===== config.mk =====
export PLATFORM = sky130hd
export DESIGN_NAME = ascc_top
export DESIGN_NICKNAME = d
export VERILOG_FILES = /design/src/ascc_pkg.sv /design/src/ascc_top.sv
export SDC_FILE = /design/constraint.sdc
export NUM_CORES = 1
export LEC_CHECK = 0
export BUFFER_PORTS_ARGS = -buffer_cell sky130_fd_sc_hd__buf_2
export CAP_MARGIN = 10
export CORE_MARGIN = 2
export CORE_UTILIZATION = 57
export CTS_CLUSTER_SIZE = 14
export DETAILED_ROUTE_END_ITERATION = 7
export PLACE_DENSITY_LB_ADDON = 0.1
export SYNTH_ARGS = -nofsm -noshare
export SYNTH_HDL_FRONTEND = slang
export SYNTH_SLANG_ARGS = --single-unit

===== constraint.sdc =====
create_clock -name i_clk -period 5.11 [get_ports i_clk]
set_input_delay 0.7665 -clock i_clk [delete_from_list [all_inputs] [get_ports i_clk]]
set_output_delay 0.7665 -clock i_clk [all_outputs]
set_load 0.02 [all_outputs]

===== src/ascc_pkg.sv =====
// constants for the audio serial clock and buffer configuration block
// assumes one 25 MHz system clock and a plain register port
package ascc_pkg;

  // register offsets (byte addresses)
  localparam logic [11:0] OFS_MCLK_EN   = 12'h510;
  localparam logic [11:0] OFS_MCLK_DIV  = 12'h514;
  localparam logic [11:0] OFS_RATIO     = 12'h518;
  localparam logic [11:0] OFS_WIDTH     = 12'h51C;
  localparam logic [11:0] OFS_ALIGN     = 12'h520;
  localparam logic [11:0] OFS_FORMAT    = 12'h524;
  localparam logic [11:0] OFS_CHANNELS  = 12'h528;
  localparam logic [11:0] OFS_RX_START  = 12'h538;
  localparam logic [11:0] OFS_TX_START  = 12'h540;
  localparam logic [11:0] OFS_WORD_CNT  = 12'h550;
  localparam logic [11:0] OFS_STATUS    = 12'h600;
  localparam logic [11:0] OFS_RX_INDEX  = 12'h604;
  localparam logic [11:0] OFS_TX_INDEX  = 12'h608;

  // values after reset
  localparam logic [31:0] RST_MCLK_EN   = 32'h0000_0001;
  localparam logic [31:0] RST_MCLK_DIV  = 32'h2000_0000;
  localparam logic [3:0]  RST_RATIO     = 4'h6;
  localparam logic [31:0] RST_CFG_WORD  = 32'h0000_0000;
  localparam logic [1:0]  RST_CHANNELS  = 2'h0;
  localparam logic [31:0] RST_POINTER   = 32'h0000_0000;
  localparam logic [31:0] RST_WORD_CNT  = 32'h0000_0000;

  // master clock frequency codes (fraction of 2^32 per source cycle)
  localparam logic [31:0] DIVIDE_BY_EIGHT_CODE = 32'h2000_0000;
  localparam logic [31:0] DIVIDE_BY_125_CODE   = 32'h020C_0000;

  // frame clock ratio codes and channel codes
  localparam logic [3:0]  RATIO_256_CODE = 4'h6;
  localparam logic [1:0]  CHAN_STEREO    = 2'h0;
  localparam logic [1:0]  CHAN_LEFT      = 2'h1;
  localparam logic [1:0]  CHAN_RIGHT     = 2'h2;

  // field positions
  localparam int RATIO_MSB    = 3;
  localparam int CHANNELS_MSB = 1;
  localparam int ALIGN_LSB    = 2;

  // status bit positions
  localparam int ST_MCLK_RUN  = 0;
  localparam int ST_MCLK_LVL  = 1;
  localparam int ST_FRAME_LVL = 2;
  localparam int ST_TX_BUSY   = 3;

  // half period of the frame clock, in master clock cycles, minus one
  function automatic logic [7:0] ascc_half_m1(input logic [3:0] code);
    case (code)
      4'h0:    ascc_half_m1 = 8'h0F;
      4'h1:    ascc_half_m1 = 8'h17;
      4'h2:    ascc_half_m1 = 8'h1F;
      4'h3:    ascc_half_m1 = 8'h2F;
      4'h4:    ascc_half_m1 = 8'h3F;
      4'h5:    ascc_half_m1 = 8'h5F;
      4'h6:    ascc_half_m1 = 8'h7F;
      4'h7:    ascc_half_m1 = 8'hBF;
      4'h8:    ascc_half_m1 = 8'hFF;
      default: ascc_half_m1 = 8'h7F;
    endcase
  endfunction

  typedef enum logic [1:0] {
    TXF_IDLE = 2'b01,
    TXF_WAIT = 2'b10
  } ascc_txf_t;

endpackage


===== src/ascc_top.sv =====
// audio serial clock, ratio, channel and buffer pointer configuration
// assumes framing logic outside asks for and hands over whole words
//
// What this block does
// - phase accumulator master clock; reset code 0x20000000 divides by 8
// - codes for divide by 10, 11, 15, 16, 21 and 23 all work
// - codes for divide by 31, 42, 63 and 125 work; any code accepted
// - receive pointer is receive buffer start address; resets to zero
// - transmit words are fetched starting at the transmit pointer
// - transmit pointer used word aligned; only whole 32-bit reads
// - enable 0 stops the generator and releases the pin; 1 drives it
// - one word count sizes both receive and transmit buffers
`timescale 1ns/100ps

module ascc_top (
  // clock and reset
  input  wire logic        i_clk,
  input  wire logic        i_resetn,
  // register port
  input  wire logic [11:0] i_addr,
  input  wire logic [31:0] i_wdata,
  input  wire logic        i_wr,
  input  wire logic        i_rd,
  output      logic [31:0] o_rdata,
  // audio clocks toward the codec
  output      logic        o_master_clock_out,
  output      logic        o_master_clock_oe,
  output      logic        o_frame_clock,
  output      logic        o_frame_tick,
  // configuration toward the framing logic
  output      logic        o_left_en,
  output      logic        o_right_en,
  output      logic [31:0] o_sample_width_setting,
  output      logic [31:0] o_align_setting,
  output      logic [31:0] o_format_setting,
  // received words from the framing logic
  input  wire logic        i_rx_word_valid,
  input  wire logic [31:0] i_rx_word,
  // receive memory write port
  output      logic        o_rxm_wr,
  output      logic [31:0] o_rxm_addr,
  output      logic [31:0] o_rxm_wdata,
  // transmit word request from the framing logic
  input  wire logic        i_tx_req,
  output      logic        o_tx_ready,
  output      logic        o_tx_word_valid,
  output      logic [31:0] o_tx_word,
  // transmit memory read port
  output      logic        o_txm_rd,
  output      logic [31:0] o_txm_addr,
  input  wire logic        i_txm_rvalid,
  input  wire logic [31:0] i_txm_rdata
);
  import ascc_pkg::*;

  logic        mclk_en_ff;
  logic [31:0] mclk_div_ff;
  logic [3:0]  ratio_ff;
  logic [31:0] width_ff;
  logic [31:0] align_ff;
  logic [31:0] format_ff;
  logic [1:0]  channels_ff;
  logic [29:0] rx_start_ff;
  logic [29:0] tx_start_ff;
  logic [31:0] word_cnt_ff;
  logic [31:0] acc_ff;
  logic [31:0] nxt_acc;
  logic        mclk_rise;
  logic [7:0]  half_cnt_ff;
  logic        frame_ff;
  logic        frame_tick_ff;
  logic [31:0] rx_idx_ff;
  logic [31:0] tx_idx_ff;
  logic [31:0] rdata_ff;
  logic [31:0] nxt_rdata;
  logic        rxm_wr_ff;
  logic [31:0] rxm_addr_ff;
  logic [31:0] rxm_wdata_ff;
  logic        txm_rd_ff;
  logic [31:0] txm_addr_ff;
  logic        tx_valid_ff;
  logic [31:0] tx_word_ff;
  ascc_txf_t   txf_ff;
  ascc_txf_t   nxt_txf;

  function automatic logic [31:0] wrap_next(input logic [31:0] idx,
                                            input logic [31:0] cnt);
    if (cnt == 32'h0000_0000 || idx + 32'h0000_0001 >= cnt) begin
      wrap_next = 32'h0000_0000;
    end else begin
      wrap_next = idx + 32'h0000_0001;
    end
  endfunction

  // register writes, one block per setting
  // enable resets on, so the master clock pin is driven out of reset
  always_ff @(posedge i_clk or negedge i_resetn) begin
    if (!i_resetn) begin
      mclk_en_ff <= RST_MCLK_EN[0];
    end else if (i_wr && i_addr == OFS_MCLK_EN) begin
      mclk_en_ff <= i_wdata[0];
    end
  end

  always_ff @(posedge i_clk or negedge i_resetn) begin
    if (!i_resetn) begin
      mclk_div_ff <= RST_MCLK_DIV;
    end else if (i_wr && i_addr == OFS_MCLK_DIV) begin
      mclk_div_ff <= i_wdata;
    end
  end

  always_ff @(posedge i_clk or negedge i_resetn) begin
    if (!i_resetn) begin
      ratio_ff <= RST_RATIO;
    end else if (i_wr && i_addr == OFS_RATIO) begin
      ratio_ff <= i_wdata[RATIO_MSB:0];
    end
  end

  always_ff @(posedge i_clk or negedge i_resetn) begin
    if (!i_resetn) begin
      width_ff <= RST_CFG_WORD;
    end else if (i_wr && i_addr == OFS_WIDTH) begin
      width_ff <= i_wdata;
    end
  end

  always_ff @(posedge i_clk or negedge i_resetn) begin
    if (!i_resetn) begin
      align_ff <= RST_CFG_WORD;
    end else if (i_wr && i_addr == OFS_ALIGN) begin
      align_ff <= i_wdata;
    end
  end

  always_ff @(posedge i_clk or negedge i_resetn) begin
    if (!i_resetn) begin
      format_ff <= RST_CFG_WORD;
    end else if (i_wr && i_addr == OFS_FORMAT) begin
      format_ff <= i_wdata;
    end
  end

  always_ff @(posedge i_clk or negedge i_resetn) begin
    if (!i_resetn) begin
      channels_ff <= RST_CHANNELS;
    end else if (i_wr && i_addr == OFS_CHANNELS) begin
      channels_ff <= i_wdata[CHANNELS_MSB:0];
    end
  end

  // low two bits dropped: a pointer always names a whole word
  always_ff @(posedge i_clk or negedge i_resetn) begin
    if (!i_resetn) begin
      rx_start_ff <= RST_POINTER[31:2];
    end else if (i_wr && i_addr == OFS_RX_START) begin
      rx_start_ff <= i_wdata[31:ALIGN_LSB];
    end
  end

  always_ff @(posedge i_clk or negedge i_resetn) begin
    if (!i_resetn) begin
      tx_start_ff <= RST_POINTER[31:2];
    end else if (i_wr && i_addr == OFS_TX_START) begin
      tx_start_ff <= i_wdata[31:ALIGN_LSB];
    end
  end

  always_ff @(posedge i_clk or negedge i_resetn) begin
    if (!i_resetn) begin
      word_cnt_ff <= RST_WORD_CNT;
    end else if (i_wr && i_addr == OFS_WORD_CNT) begin
      word_cnt_ff <= i_wdata;
    end
  end

  // phase accumulator: the top bit is the master clock
  // any code works, so every listed divide setting is reached
  assign nxt_acc   = acc_ff + mclk_div_ff;
  assign mclk_rise = mclk_en_ff & ~acc_ff[31] & nxt_acc[31];

  always_ff @(posedge i_clk or negedge i_resetn) begin
    if (!i_resetn) begin
      acc_ff <= 32'h0000_0000;
    end else if (!mclk_en_ff) begin
      acc_ff <= 32'h0000_0000;
    end else begin
      acc_ff <= nxt_acc;
    end
  end

  // frame clock counts master clock rising edges
  always_ff @(posedge i_clk or negedge i_resetn) begin
    if (!i_resetn) begin
      half_cnt_ff   <= 8'h00;
      frame_ff      <= 1'b0;
      frame_tick_ff <= 1'b0;
    end else if (!mclk_en_ff) begin
      half_cnt_ff   <= 8'h00;
      frame_ff      <= 1'b0;
      frame_tick_ff <= 1'b0;
    end else begin
      frame_tick_ff <= 1'b0;
      if (mclk_rise) begin
        // a ratio change takes effect in the half period already in progress
        if (half_cnt_ff >= ascc_half_m1(ratio_ff)) begin
          half_cnt_ff   <= 8'h00;
          frame_ff      <= ~frame_ff;
          frame_tick_ff <= ~frame_ff;
        end else begin
          half_cnt_ff <= half_cnt_ff + 8'h01;
        end
      end
    end
  end

  // receive path: one memory write per received word
  always_ff @(posedge i_clk or negedge i_resetn) begin
    if (!i_resetn) begin
      rxm_wr_ff    <= 1'b0;
      rxm_addr_ff  <= 32'h0000_0000;
      rxm_wdata_ff <= 32'h0000_0000;
      rx_idx_ff    <= 32'h0000_0000;
    end else begin
      rxm_wr_ff <= i_rx_word_valid;
      if (i_rx_word_valid) begin
        rxm_addr_ff  <= {rx_start_ff + rx_idx_ff[29:0], 2'b00};
        rxm_wdata_ff <= i_rx_word;
        rx_idx_ff    <= wrap_next(rx_idx_ff, word_cnt_ff);
      end
    end
  end

  // transmit fetch, one word in flight
  always_comb begin
    nxt_txf = txf_ff;
    case (txf_ff)
      TXF_IDLE: begin
        if (i_tx_req) begin
          nxt_txf = TXF_WAIT;
        end
      end
      TXF_WAIT: begin
        if (i_txm_rvalid) begin
          nxt_txf = TXF_IDLE;
        end
      end
      default: nxt_txf = TXF_IDLE;
    endcase
  end

  assign o_tx_ready = (txf_ff == TXF_IDLE);

  always_ff @(posedge i_clk or negedge i_resetn) begin
    if (!i_resetn) begin
      txf_ff <= TXF_IDLE;
    end else begin
      txf_ff <= nxt_txf;
    end
  end

  always_ff @(posedge i_clk or negedge i_resetn) begin
    if (!i_resetn) begin
      txm_rd_ff   <= 1'b0;
      txm_addr_ff <= 32'h0000_0000;
      tx_idx_ff   <= 32'h0000_0000;
    end else begin
      txm_rd_ff <= 1'b0;
      if (txf_ff == TXF_IDLE && i_tx_req) begin
        txm_rd_ff   <= 1'b1;
        // low bits forced to zero, so every read is a whole word
        txm_addr_ff <= {tx_start_ff + tx_idx_ff[29:0], 2'b00};
        tx_idx_ff   <= wrap_next(tx_idx_ff, word_cnt_ff);
      end
    end
  end

  always_ff @(posedge i_clk or negedge i_resetn) begin
    if (!i_resetn) begin
      tx_valid_ff <= 1'b0;
      tx_word_ff  <= 32'h0000_0000;
    end else begin
      tx_valid_ff <= (txf_ff == TXF_WAIT) & i_txm_rvalid;
      if (txf_ff == TXF_WAIT && i_txm_rvalid) begin
        tx_word_ff <= i_txm_rdata;
      end
    end
  end

  // register reads, unmapped addresses read zero
  always_comb begin
    nxt_rdata = 32'h0000_0000;
    case (i_addr)
      OFS_MCLK_EN:  nxt_rdata = {31'h0, mclk_en_ff};
      OFS_MCLK_DIV: nxt_rdata = mclk_div_ff;
      OFS_RATIO:    nxt_rdata = {28'h0, ratio_ff};
      OFS_WIDTH:    nxt_rdata = width_ff;
      OFS_ALIGN:    nxt_rdata = align_ff;
      OFS_FORMAT:   nxt_rdata = format_ff;
      OFS_CHANNELS: nxt_rdata = {30'h0, channels_ff};
      OFS_RX_START: nxt_rdata = {rx_start_ff, 2'b00};
      OFS_TX_START: nxt_rdata = {tx_start_ff, 2'b00};
      OFS_WORD_CNT: nxt_rdata = word_cnt_ff;
      OFS_STATUS: begin
        nxt_rdata[ST_MCLK_RUN]  = mclk_en_ff;
        nxt_rdata[ST_MCLK_LVL]  = acc_ff[31];
        nxt_rdata[ST_FRAME_LVL] = frame_ff;
        nxt_rdata[ST_TX_BUSY]   = (txf_ff == TXF_WAIT);
      end
      OFS_RX_INDEX: nxt_rdata = rx_idx_ff;
      OFS_TX_INDEX: nxt_rdata = tx_idx_ff;
      default:      nxt_rdata = 32'h0000_0000;
    endcase
  end

  always_ff @(posedge i_clk or negedge i_resetn) begin
    if (!i_resetn) begin
      rdata_ff <= 32'h0000_0000;
    end else if (i_rd) begin
      rdata_ff <= nxt_rdata;
    end else begin
      rdata_ff <= 32'h0000_0000;
    end
  end

  // outputs
  assign o_rdata            = rdata_ff;
  assign o_master_clock_out = acc_ff[31] & mclk_en_ff;
  assign o_master_clock_oe  = mclk_en_ff;
  assign o_frame_clock      = frame_ff;
  assign o_frame_tick       = frame_tick_ff;
  // reserved code 3 falls back to stereo
  assign o_left_en  = (channels_ff != CHAN_RIGHT);
  assign o_right_en = (channels_ff != CHAN_LEFT);
  assign o_sample_width_setting = width_ff;
  assign o_align_setting        = align_ff;
  assign o_format_setting       = format_ff;
  assign o_rxm_wr        = rxm_wr_ff;
  assign o_rxm_addr      = rxm_addr_ff;
  assign o_rxm_wdata     = rxm_wdata_ff;
  assign o_txm_rd        = txm_rd_ff;
  assign o_txm_addr      = txm_addr_ff;
  assign o_tx_word_valid = tx_valid_ff;
  assign o_tx_word       = tx_word_ff;

endmodule


# [Yosys cells after proc, flatten, opt, wreduce, memory -nomap -nowiden]
# Memory sizes are Yosys's and may differ from the RTL's.
# Index checks and enable logic that the tools add are counted.
[totals] register_bits=494 rom_bits=80 in_bits=115 output_inout_bits=266 elab_cells=100 mem_count=1
[mem_list] name="(name not given)" words=16 width=5 read_ports=1 rd_clocked_by_memory_dff=0 wr=0 line_no="ascc_pkg.sv:52" text="case (code)"
[classes] add_sub_neg=6 n_lt_le_gt_ge=3 eq_ne=21 n_mux=21 bitwise_logic=6 reduce_logical=17
[ops] operator="$pmux W28 S9" count=1
[ops] operator="$eq A12 B11 Y1 const B" count=13
[ops] operator="$mux W32" count=4
[ops] operator="$add A32 B1 Y32 const B" count=2
[ops] operator="$ge A32 B32 Y1" count=2
[ops] operator="$add A30 B30 Y30" count=2
[ops] operator="$pmux W4 S13" count=1
[ops] operator="$mux W8" count=5
[ops] operator="$add A32 B32 Y32" count=1
[ops] operator="$logic_not A32 Y1" count=1
[ops] operator="$logic_and A1 B1 Y1" count=12
[ops] operator="$add A8 B1 Y8 const B" count=1
[ops] operator="$ge A8 B8 Y1" count=1
[ops] operator="$mux W1" count=7
[ops] operator="$ne A2 B1 Y1 const B" count=3
[ops] operator="$ne A2 B2 Y1 const B" count=3
[ops] operator="$and A1 B1 Y1" count=4
[ops] operator="$mux W2" count=2
[ops] operator="$pmux W2 S2" count=1
[ops] operator="$reduce_and A2 Y1" count=2
[ops] operator="$eq A2 B1 Y1 const B" count=1
[ops] operator="$eq A2 B2 Y1 const B" count=1
[ops] operator="$logic_or A1 B1 Y1" count=2
[ops] operator="$not A1 Y1" count=2

# [Logic depth before layout (Yosys ltp)]
# Gate-level depths: netlist of the first run.
[depth] depth_word=9 depth_mapped=21 ltp_nobuf=18

# [Least setup slack after synthesis of the first run]
# Ideal clock, no wire load.
[synth_timing] path_type="register to register" from="register rx_idx_ff[0]" to="register rx_idx_ff[19]" setup_ps=82 arrival_ps=4131 required_ps=5028 slack_ps=897 stages_incl_launch_ff=21 n_path_buf=3 synth_period_minus_slack_ps=4213 path_cell_list="dfrtp_1 > ha_1 > and4_1 > nand2b_1 > nor3_1 > and3_1 > and3_1 > clkbuf_1 > nand2_1 > nor2_1 > xor2_1 > ha_1 > nand4_1 > nor4_1 > a2111oi_0 > nand3_1 > a31oi_1 > clkbuf_1 > buf_1 > a21oi_1 > a31oi_1"
[synth_via] elab_chain_cells=4
[synth_rtl] item="start: declaration" line_no="ascc_top.sv:72" text="logic [31:0] rx_idx_ff;"
[synth_rtl] item="start signal: assignment" line_no="ascc_top.sv:230" text="rx_idx_ff <= wrap_next(rx_idx_ff, word_cnt_ff);"
[synth_rtl] item="$add A32 B1 Y32 *" line_no="ascc_top.sv:88, ascc_top.sv:91"
[synth_rtl] item="$ge A32 B32 Y1" line_no="ascc_top.sv:88" text="if (cnt == 32'h0000_0000 || idx + 32'h0000_0001 >= cnt) begin"
[synth_rtl] item="$logic_or A1 B1 Y1" line_no="ascc_top.sv:88"
[synth_rtl] item="$mux W32 *" line_no="ascc_top.sv:88"
# Every way passes the cells marked *; elsewhere a longest branch is shown, timed or not.
# A chain may end at the register's enable or synchronous reset.

# [Worst setup path in the final report of the first run]
[layout_timing] from="register rx_idx_ff[2]" to="register rx_idx_ff[23]"
# The elaborated chain is that of the path after synthesis.

==> flow_summary.ini, run 1 <==
[run_status]
status = completed

[detailed_routing]
drt-total-wl_mm = 81.7
drt_first_pass_iters = 7
detailroute.via_count = 21797
drc_errors = 0
drt_iter0_drc = 1753
post_drt_via_cell_ratio = 6.20
wl_per_cell_um = 23.2
drt.antenna.violating_nets = 0

[worst_setup_path]
cpMaxStageDelayCell = sky130_fd_sc_hd__dfrtp_1
critical_path.cell_chain = and3_1, nand3_1, nor2_1, nand3_1, nor2_1, and3_1, and4_1, xor2_1, ha_1, nand4_1, nor4_1, a2111oi_0, nand3_1, a31oi_4, buf_12, a41oi_1, a31oi_1
worst-endpoint-arrival_ns = 5.04
critPathKind = flip-flop to flip-flop
cp_data_required_time_ns = 5.57
cp-end-kind = flip-flop
cp_common_cell = sky130_fd_sc_hd__nand3_1
timing.critical_path.slowest_cell_delay_ns = 0.50
path_buf_inv = 1
dominant_delay_contributor_by_cell_family_on_the_critical_path = simple AND/OR/NAND/NOR gates
r2r_slack_ns = 0.53
worst_path_max_fanout = 47
crit_path_start_kind = flip-flop

[logic_synthesis]
synth_edf_count = 0
netlist-cell-type-count = 76
synth.ff_latch_count = 494
synth_instances = 2509
synthesis.area_per_instance_um2 = 10.8
synthTopCellsByCount = sky130_fd_sc_hd__dfrtp_1 (489), sky130_fd_sc_hd__mux2_2 (314), sky130_fd_sc_hd__a21oi_1 (166)
synth_top_area_cell = sky130_fd_sc_hd__dfrtp_1
yosys-top-cells-area = sky130_fd_sc_hd__dfrtp_1 (45%), sky130_fd_sc_hd__mux2_2 (13%), sky130_fd_sc_hd__ha_1 (7.5%)
yosysTopAreaCellShare = 0.450
predominant_post_synthesis_flop_cell = sky130_fd_sc_hd__dfrtp_1
async_reset_ff_frac = 1.00
mappedNetlistArea_um2 = 27200
total_number_of_yosys_warnings = 0
ys_seq_area_frac = 0.455
yosys.cell_count.top_type = sky130_fd_sc_hd__dfrtp_1

[clock_tree]
cts_hold_buffers = 0
tritoncts = done
clk_latency_ns = 0.62
htree_num_levels = 2
cts_root_buf = sky130_fd_sc_hd__clkbuf_16
clock_sinks = 494
cts.repair_timing.setup_buffer_count = 0
clk_pin_slew_worst_paths_ns = 0.06
max-clock-path-buffers = 3
numCtsBuffers = 54
cts_resized = 0

[layout]
total_area_of_multi_input_combinational_cells_um2 = 14100
final_net_count = 3138
num-fill-cells = 3804
sequential_cell_area_in_the_final_layout_um2 = 12400
area_growth_syn_to_layout_pct = 16.1
drive_above_1_share = 0.293
fin_area_um2 = 31600

[floorplan]
core_outline_area_um2 = 47400
dieArea_um2 = 49500
floorplan.rows = 80
dieWidth_um = 222
design.portCount = 381
floorplan.die.height_um = 222
initial_utilization = 0.573

[power_and_ir_drop]
intPower_mw = 6.78
seq_pwr_share = 0.457
netSwitchingPower_mw = 2.33
switching_share = 0.256
power.static_leakage_nw = 16.3
power.clock.fraction = 0.444
comb_power_share = 0.099
power_density_relative_to_cell_area_nw_per_um2 = 288
max-vdd-ir-drop_uv = 351

[sta]
post-route-min-period_ns = 4.58
maxClockFrequency_mhz = 218
min_period_over_period = 0.897
skew_ns = 0.0208
max_slew_margin = 0.352
tightestPinTransition_ns = 0.973
hold_viol_final = 0
fin_tns_setup_ns = 0
timing_max_transition_violations_final = 0
grt_setup_unrepaired = no
timing.final.setup_violations = 0

[placement]
gpl.final_weighted_congestion = 0.922
post_dp_cell_area_um2 = 29800
detailedPlacementHpwl_mm = 60.0
port_buffers = 376

[flow_run]
max-cap-violations = 0

[min_path]
hp-class = primary input to asynchronous set/reset pin

[global_route]
number_of_global_route_vias_before_repair = 21435
grt_max_degree = 118
first_pass_grt_wire_length_mm = 126
number_of_antenna_violations_at_the_first_check_in_global_routing = 2
grt_use_total = 0.328
gr-total-overflow = 0
cell families after synthesis:
logic type / after synthesis / share of synthesized area
compound gates: 600 / 0.146
simple gates: 537 / 0.0964
flops: 494 / 0.455
mux: 382 / 0.155
buf+inv: 196 / 0.0279
fa+ha+maj: 167 / 0.0776
xor+xnor: 132 / 0.0425
other cells: 1 / 0.000138
cells in the final DEF, fill, tap and decap left out, drive strengths merged, types with 68 or more instances in the layout:
cell and n:
a21oi 166, buf 407, clkbuf 73, dfrtp 489, ha 164, inv 79
mux2 314, mux2i 68, nand2 149, nor2 135, o21ai 105, xnor2 82
layout make-up:
| cell class | instances | area share |
|---|---|---|
| diodes | 1 | 0.0000792 |
| clock buffers | 73 | 0.0491 |
| clock inverters | 27 | 0.00919 |
| inverters | 77 | 0.00915 |
| multi-input cells | 1822 | 0.447 |
| flip-flops and latches | 494 | 0.391 |
| well taps | 615 | 0.0244 |
| repair buffers | 407 | 0.0693 |
per-layer routing:
layer / GRT usage / vias to the layer above / share of wire
met2: 0.530 / 800 / 0.47
met3: 0.0536 / 192 / 0.064
met4: 0.148 / 2 / 0.049
met1: 0.437 / 10892 / 0.42
met5: 0 / - / 0.00016
li1: - / 9911 / -
final timing paths:
| kind | startpoint | endpoint | cells after the start |
|---|---|---|---|
| worst min register to register | o_txm_addr[2]$_DFFE_PN0P_ | o_txm_addr[2]$_DFFE_PN0P_ | 2 |
| min in group i_clk | i_rx_word[0] | o_rxm_wdata[0]$_DFFE_PN0P_ | 2 |
| worst max-delay path | rx_idx_ff[2]$_DFFE_PN0P_ | rx_idx_ff[23]$_DFFE_PN0P_ | 17 |
| worst min-delay path | i_resetn | o_txm_addr[26]$_DFFE_PN0P_ | 1 |
| max in group asynchronous | i_resetn | o_rxm_wdata[21]$_DFFE_PN0P_ | 2 |
| worst max register to register | rx_idx_ff[2]$_DFFE_PN0P_ | rx_idx_ff[23]$_DFFE_PN0P_ | 17 |
power groups by stage:
stage	clock [mW]	combinational [mW]	sequential [mW]
after floorplan	0	0.279	4.44
after detailed placement	0	0.907	4.24
after global routing	4.25	0.961	4.19
after global placement	0	0.890	4.23
final	4.05	0.899	4.17
after CTS	4.11	0.909	4.17
metrics by stage:
| stage | hold slack (ns) | utilization | instances | power [mW] | setup slack (ns) |
|---|---|---|---|---|---|
| after floorplan | 0.471 | - | 2512 | 4.72 | 0.897 |
| after global placement | 0.458 | 0.627 | 3415 | 5.12 | 0.696 |
| after detailed placement | 0.457 | 0.627 | 3415 | 5.15 | 0.570 |
| after CTS | 0.265 | 0.666 | 3515 | 9.19 | 0.559 |
| after global routing | 0.321 | 0.666 | 3516 | 9.40 | 0.0881 |
| final | 0.247 | 0.666 | 3516 | 9.11 | 0.526 |
No activity file was read; power rests on OpenSTA's default activity.
==> run 2, diff against run 1 <==
--- a/config.mk
+++ b/config.mk
@@ -13,2 +13,3 @@
 export DETAILED_ROUTE_END_ITERATION = 7
+export HOLD_SLACK_MARGIN = 0.1
 export PLACE_DENSITY_LB_ADDON = 0.1
==> constraint.sdc (replaced) <==
create_clock -name i_clk -period 4.4 [get_ports i_clk]
set_input_delay 0.88 -clock i_clk [delete_from_list [all_inputs] [get_ports i_clk]]
set_output_delay 0.88 -clock i_clk [all_outputs]
set_load 0.02 [all_outputs]
==> flow_summary.ini, run 2 (synthesis results as in run 1) <==
[clock_tree]
max-clock-path-buffers = 3
tritoncts = done
htree_num_levels = 2
clk_pin_slew_worst_paths_ns = 0.06
numCtsBuffers = 54
clk_latency_ns = 0.61
clock_sinks = 494
cts_hold_buffers = 0
cts.repair_timing.setup_buffer_count = 0
cts_root_buf = sky130_fd_sc_hd__clkbuf_16

[detailed_routing]
drc_errors = 0
post_drt_via_cell_ratio = 6.20
drt-total-wl_mm = 82.8
wl_per_cell_um = 23.4
drt.antenna.violating_nets = 0
drt_iter0_drc = 2028
detailroute.via_count = 21992
drt_first_pass_iters = 6

[worst_setup_path]
timing.critical_path.slowest_cell_delay_ns = 0.43
r2r.worst_path.cells = 18
crit_path_start_kind = flip-flop
r2r_start = rx_idx_ff[0]$_DFFE_PN0P_
critPathKind = flip-flop to flip-flop
setup.worst_path.end = rx_idx_ff[5]$_DFFE_PN0P_
critical_path.cell_chain = ha_1, and4_1, nand2b_1, nor3_2, and3_1, and3_1, buf_4, nand3_1, xnor2_2, ha_1, nand4_1, nor4_1, a2111oi_1, nand3_1, a31oi_4, clkbuf_16, a21oi_1, a31oi_1
cp-end-kind = flip-flop
cpMaxStageDelayCell = sky130_fd_sc_hd__a2111oi_1
worst_path_max_fanout = 23
crit_path_start = rx_idx_ff[0]$_DFFE_PN0P_
cp_data_required_time_ns = 4.93
crit-reg2reg-capture = rx_idx_ff[5]$_DFFE_PN0P_
r2r_slack_ns = 0.25
worst-endpoint-arrival_ns = 4.68

[power_and_ir_drop]
max-vdd-ir-drop_uv = 436
netSwitchingPower_mw = 2.74
comb_power_share = 0.100
switching_share = 0.255
power.static_leakage_nw = 16.5
seq_pwr_share = 0.451
power.clock.fraction = 0.450
power_density_relative_to_cell_area_nw_per_um2 = 336
intPower_mw = 8.01

[sta]
hold_viol_final = 0
fin_tns_setup_ns = 0
grt_setup_unrepaired = yes
maxClockFrequency_mhz = 241
timing_max_transition_violations_final = 0
tightestPinTransition_ns = 1.02
post-route-min-period_ns = 4.15
skew_ns = 0.0173
timing.final.setup_violations = 0
min_period_over_period = 0.944
max_slew_margin = 0.312

[layout]
fin_area_um2 = 32000
num-fill-cells = 3708
drive_above_1_share = 0.303
area_growth_syn_to_layout_pct = 17.6
final_common_cell = sky130_fd_sc_hd__dfrtp_1
fin_util = 0.675
commonest_cells_after_routing_fill_and_taps_aside = sky130_fd_sc_hd__dfrtp_1 (488), sky130_fd_sc_hd__buf_2 (374), sky130_fd_sc_hd__mux2_2 (314), sky130_fd_sc_hd__a21oi_1 (166), sky130_fd_sc_hd__ha_1 (164)
final_net_count = 3169

[floorplan]
dieArea_um2 = 49500
dieWidth_um = 222
floorplan.rows = 80
initial_utilization = 0.573
floorplan.die.height_um = 222
design.portCount = 381
core_outline_area_um2 = 47400

[global_route]
first_pass_grt_wire_length_mm = 127
gr-total-overflow = 0
grt_use_total = 0.332
number_of_global_route_vias_before_repair = 21844
number_of_antenna_violations_at_the_first_check_in_global_routing = 1
grt_max_degree = 113

[placement]
detailedPlacementHpwl_mm = 61.5
gpl.final_weighted_congestion = 0.939
port_buffers = 376
post_dp_cell_area_um2 = 30100

[flow_run]
max-cap-violations = 0

[run_status]
status = completed

[min_path]
hp-class = primary input to asynchronous set/reset pin
run 2: changes by cell type in the layout (fill, tap and decap cells not counted), sizes merged:
cell | previous run | this run
clkinv | 17 | 16
inv | 79 | 80
clkinvlp | 3 | 1
buf | 407 | 437
clkbuf | 73 | 74
bufinv | 5 | 7
run 2: final cells by class:
cell class	instances	area, um^2	share of cell area
Antenna cell	1	2.50	0.0000782
Clock buffer	73	1550	0.0486
Clock inverter	27	332	0.0104
Inverter	77	289	0.00903
Multi-Input combinational cell	1822	14200	0.443
Sequential cell	494	12400	0.386
Tap cell	615	769	0.0240
Timing Repair Buffer	438	2510	0.0786
run 2: per-layer routing:
metal / global-route usage / up-vias / part of all wire
met5: 0 / - / 0
met4: 0.167 / 0 / 0.051
met3: 0.0595 / 169 / 0.073
met2: 0.522 / 902 / 0.46
met1: 0.445 / 10954 / 0.42
li1: - / 9967 / -
run 2: worst max-delay path, delay by kind of cell, from the launching register on:
family	cells	cell delay, ns
and+or+nand+nor	9	1.63
AOI/OAI and AO/OA	4	0.94
adders and majority gates	2	0.55
xor gates and xnor gates	1	0.18
buffers and inverters	2	0.40
DFF	1	0.36
run 2: power by group through the flow:
stage / clock (mW) / sequential [mW] / combinational [mW]
after global placement: 0 / 4.91 / 1.05
after detailed placement: 0 / 4.93 / 1.08
after floorplan: 0 / 5.16 / 0.324
final: 4.84 / 4.85 / 1.07
after global routing: 5.07 / 4.87 / 1.14
after CTS: 4.90 / 4.85 / 1.08
run 2: timing repair:
| action | 4_1_cts | 5_1_grt |
|---|---|---|
| resized for setup | 0 | 11 |
| endpoints found under the setup margin | 0 | 36 |
| hold endpoints to repair | 0 | 0 |
run 2: worst min path at each step:
stage | start | endpoint | slack, ns | cells past startpoint
3_5_place_dp | o_txm_addr[25]$_DFFE_PN0P_ | o_txm_addr[25]$_DFFE_PN0P_ | 0.46 | 2
4_1_cts | i_resetn | o_format_setting[17]$_DFFE_PN0P_ | 0.40 | 1
6_report | i_resetn | o_txm_addr[28]$_DFFE_PN0P_ | 0.38 | 1
5_1_grt | i_resetn | o_txm_addr[28]$_DFFE_PN0P_ | 0.45 | 1
2_1_floorplan | half_cnt_ff[7]$_DFFE_PN0P_ | half_cnt_ff[7]$_DFFE_PN0P_ | 0.48 | 1
3_3_place_gp | o_txm_addr[30]$_DFFE_PN0P_ | o_txm_addr[30]$_DFFE_PN0P_ | 0.46 | 2
run 2: stage by stage:
step                instances  total power [mW]  worst slack (ns)  hold slack, ns
detailed placement       3445              6.00            0.0892           0.463
finish                   3547              10.8             0.245           0.376
global route             3546              11.1            -0.149           0.450
floorplan                2512              5.48             0.187           0.476
CTS                      3545              10.8            0.0571           0.404
global placement         3445              5.97             0.290           0.460
==> run 3, diff against run 2 <==
Settings changed: RECOVER_POWER set to 100.
==> flow_summary.ini, run 3 (synthesis results as in run 1) <==
[run_status]
status = complete, but fails checks
failed_checks = max-capacitance violations, max-slew violations

[detailed_routing]
detailroute.via_count = 22036
drc_errors = 0
drt_iter0_drc = 2115
wl_met1_mm = 34.6
drt.antenna.violating_nets = 0
top_layer_used = met4
wl_met2_mm = 38.1
post_drt_via_cell_ratio = 6.21
met3_wirelength_mm = 6.05
drt_first_pass_iters = 7
wl_per_cell_um = 23.4
drt-total-wl_mm = 83.0

[min_path]
hp-class = flip-flop to flip-flop
min_to = o_txm_addr[2]$_DFFE_PN0P_
hp-start = o_txm_addr[2]$_DFFE_PN0P_
min_delay_path_depth = 2

[global_route]
first_pass_grt_wire_length_mm = 127
grt_use_total = 0.332
gr-total-overflow = 0
grt_max_degree = 113
number_of_global_route_vias_before_repair = 21844
number_of_antenna_violations_at_the_first_check_in_global_routing = 1

[layout]
final_net_count = 3169
drive_above_1_share = 0.205
commonest_cells_after_routing_fill_and_taps_aside = sky130_fd_sc_hd__dfrtp_1 (489), sky130_fd_sc_hd__mux2_2 (314), sky130_fd_sc_hd__clkbuf_1 (284), sky130_fd_sc_hd__a21oi_1 (166), sky130_fd_sc_hd__ha_1 (164)
area_growth_syn_to_layout_pct = 15.6
fin_util = 0.663
final_common_cell = sky130_fd_sc_hd__dfrtp_1

[sta]
tightestPinTransition_ns = 3.01
fin_tns_setup_ns = 0
post-route-min-period_ns = 4.16
setup_slack_ns = 0.235
min_period_over_period = 0.947
timing.final.setup_violations = 0
maxClockFrequency_mhz = 240
hold_viol_final = 0
hold-worst-slack_ns = 0.479
skew_ns = 0.0181
timing_max_transition_violations_final = 227
grt_setup_unrepaired = yes
max_slew_margin = -1.01

[worst_setup_path]
worst-endpoint-arrival_ns = 4.69
r2r_slack_ns = 0.24
critPathKind = flip-flop to flip-flop
r2r_start = rx_idx_ff[0]$_DFFE_PN0P_
r2r.worst_path.cells = 18
crit_path_start_kind = flip-flop
cp-end-kind = flip-flop
worst_path_max_fanout = 24
cp_data_required_time_ns = 4.93
crit-reg2reg-capture = rx_idx_ff[23]$_DFFE_PN0P_

[floorplan]
floorplan.die.height_um = 222
initial_utilization = 0.573
floorplan.rows = 80
dieWidth_um = 222
dieArea_um2 = 49500
core_outline_area_um2 = 47400
design.portCount = 381

[placement]
placement.setup.worst_slack_ns = 0.0892
port_buffers = 376
detailedPlacementHpwl_mm = 61.5
gpl.final_weighted_congestion = 0.939

[clock_tree]
clk_latency_ns = 0.62
numCtsBuffers = 54
htree_num_levels = 2
cts_hold_buffers = 0
clock_sinks = 494
clk_pin_slew_worst_paths_ns = 0.06
cts_root_buf = sky130_fd_sc_hd__clkbuf_16
tritoncts = done
max-clock-path-buffers = 3

[power_and_ir_drop]
power.static_leakage_nw = 15.3
max-vdd-ir-drop_uv = 415
total_power_mw = 10.7
power_density_relative_to_cell_area_nw_per_um2 = 340

[flow_run]
max-cap-violations = 4
==> run 3: cell count changes in the layout (fill, tap and decap cells not counted), moves of 2 or more <==
cell	change
sky130_fd_sc_hd__buf_2	-262
sky130_fd_sc_hd__o41ai_1	+2
sky130_fd_sc_hd__clkbuf_1	+277
sky130_fd_sc_hd__clkbuf_2	+11
sky130_fd_sc_hd__and2_1	-23
sky130_fd_sc_hd__and2_0	+23
sky130_fd_sc_hd__buf_4	-18
sky130_fd_sc_hd__o41ai_2	-2
sky130_fd_sc_hd__buf_12	-8
==> run 3: per-stage QoR <==
step	cell area [um^2]	instances
detailed placement	30100	3445
floorplan	27200	2512
global placement	30100	3445
CTS	31900	3545
finish	31400	3547
global route	31400	3546
==> run 3: power breakdown <==
group          internal (mW)  switching [mW]  total [mW]
Sequential              4.74           0.110        4.85
Clock                   2.89            1.95        4.83
Combinational          0.312           0.690        1.00
Total                   7.94            2.75        10.7
==> run 3: how the worst max path moves through the flow <==
stage                     slack (ns)                   endpoint                      from  cells past startpoint
after global placement          0.29  rx_idx_ff[23]$_DFFE_PN0P_  rx_idx_ff[0]$_DFFE_PN0P_                     18
after floorplan                 0.19  rx_idx_ff[19]$_DFFE_PN0P_  rx_idx_ff[0]$_DFFE_PN0P_                     20
final                           0.24  rx_idx_ff[23]$_DFFE_PN0P_  rx_idx_ff[0]$_DFFE_PN0P_                     18
after detailed placement        0.09  rx_idx_ff[19]$_DFFE_PN0P_  rx_idx_ff[0]$_DFFE_PN0P_                     18
after CTS                       0.06  rx_idx_ff[19]$_DFFE_PN0P_  rx_idx_ff[0]$_DFFE_PN0P_                     18
after global routing           -0.15  rx_idx_ff[23]$_DFFE_PN0P_  rx_idx_ff[0]$_DFFE_PN0P_                     18
==> run 3: per-layer routing <==
layer / GRT usage / up-vias
li1: - / 9979
met1: 0.445 / 10984
met2: 0.522 / 899
met3: 0.0595 / 174
met4: 0.167 / 0
met5: 0 / -
==> run 3: critical path, cell delays in order, from the launching register on <==
cell,delay [ns]
sky130_fd_sc_hd__dfrtp_1,0.36
sky130_fd_sc_hd__ha_1,0.25
sky130_fd_sc_hd__and4_1,0.25
sky130_fd_sc_hd__nand2b_1,0.16
sky130_fd_sc_hd__nor3_2,0.24
sky130_fd_sc_hd__and3_1,0.26
sky130_fd_sc_hd__and3_1,0.21
sky130_fd_sc_hd__nand2_2,0.15
sky130_fd_sc_hd__nor2_2,0.15
sky130_fd_sc_hd__xor2_1,0.19
sky130_fd_sc_hd__ha_1,0.27
sky130_fd_sc_hd__nand4_1,0.12
sky130_fd_sc_hd__nor4_1,0.08
sky130_fd_sc_hd__a2111oi_1,0.43
sky130_fd_sc_hd__nand3_1,0.19
sky130_fd_sc_hd__a31oi_4,0.27
sky130_fd_sc_hd__buf_12,0.21
sky130_fd_sc_hd__a41oi_1,0.13
sky130_fd_sc_hd__a31oi_1,0.16
==> run 3: final cells by class <==
cell class	instances	area [um^2]
well taps	615	769
clock inverters	27	332
fillers	3898	16000
inverters	77	289
repair buffers	438	2000
clock buffers	73	1550
flip-flops and latches	494	12400
diodes	1	2.50
multi-input cells	1822	14100
==> run 3: timing repair <==
action                                  4_1_cts  5_1_grt
buffers inserted                              0        0
gates resized for setup                       0       11
endpoints found under the setup margin        0       36
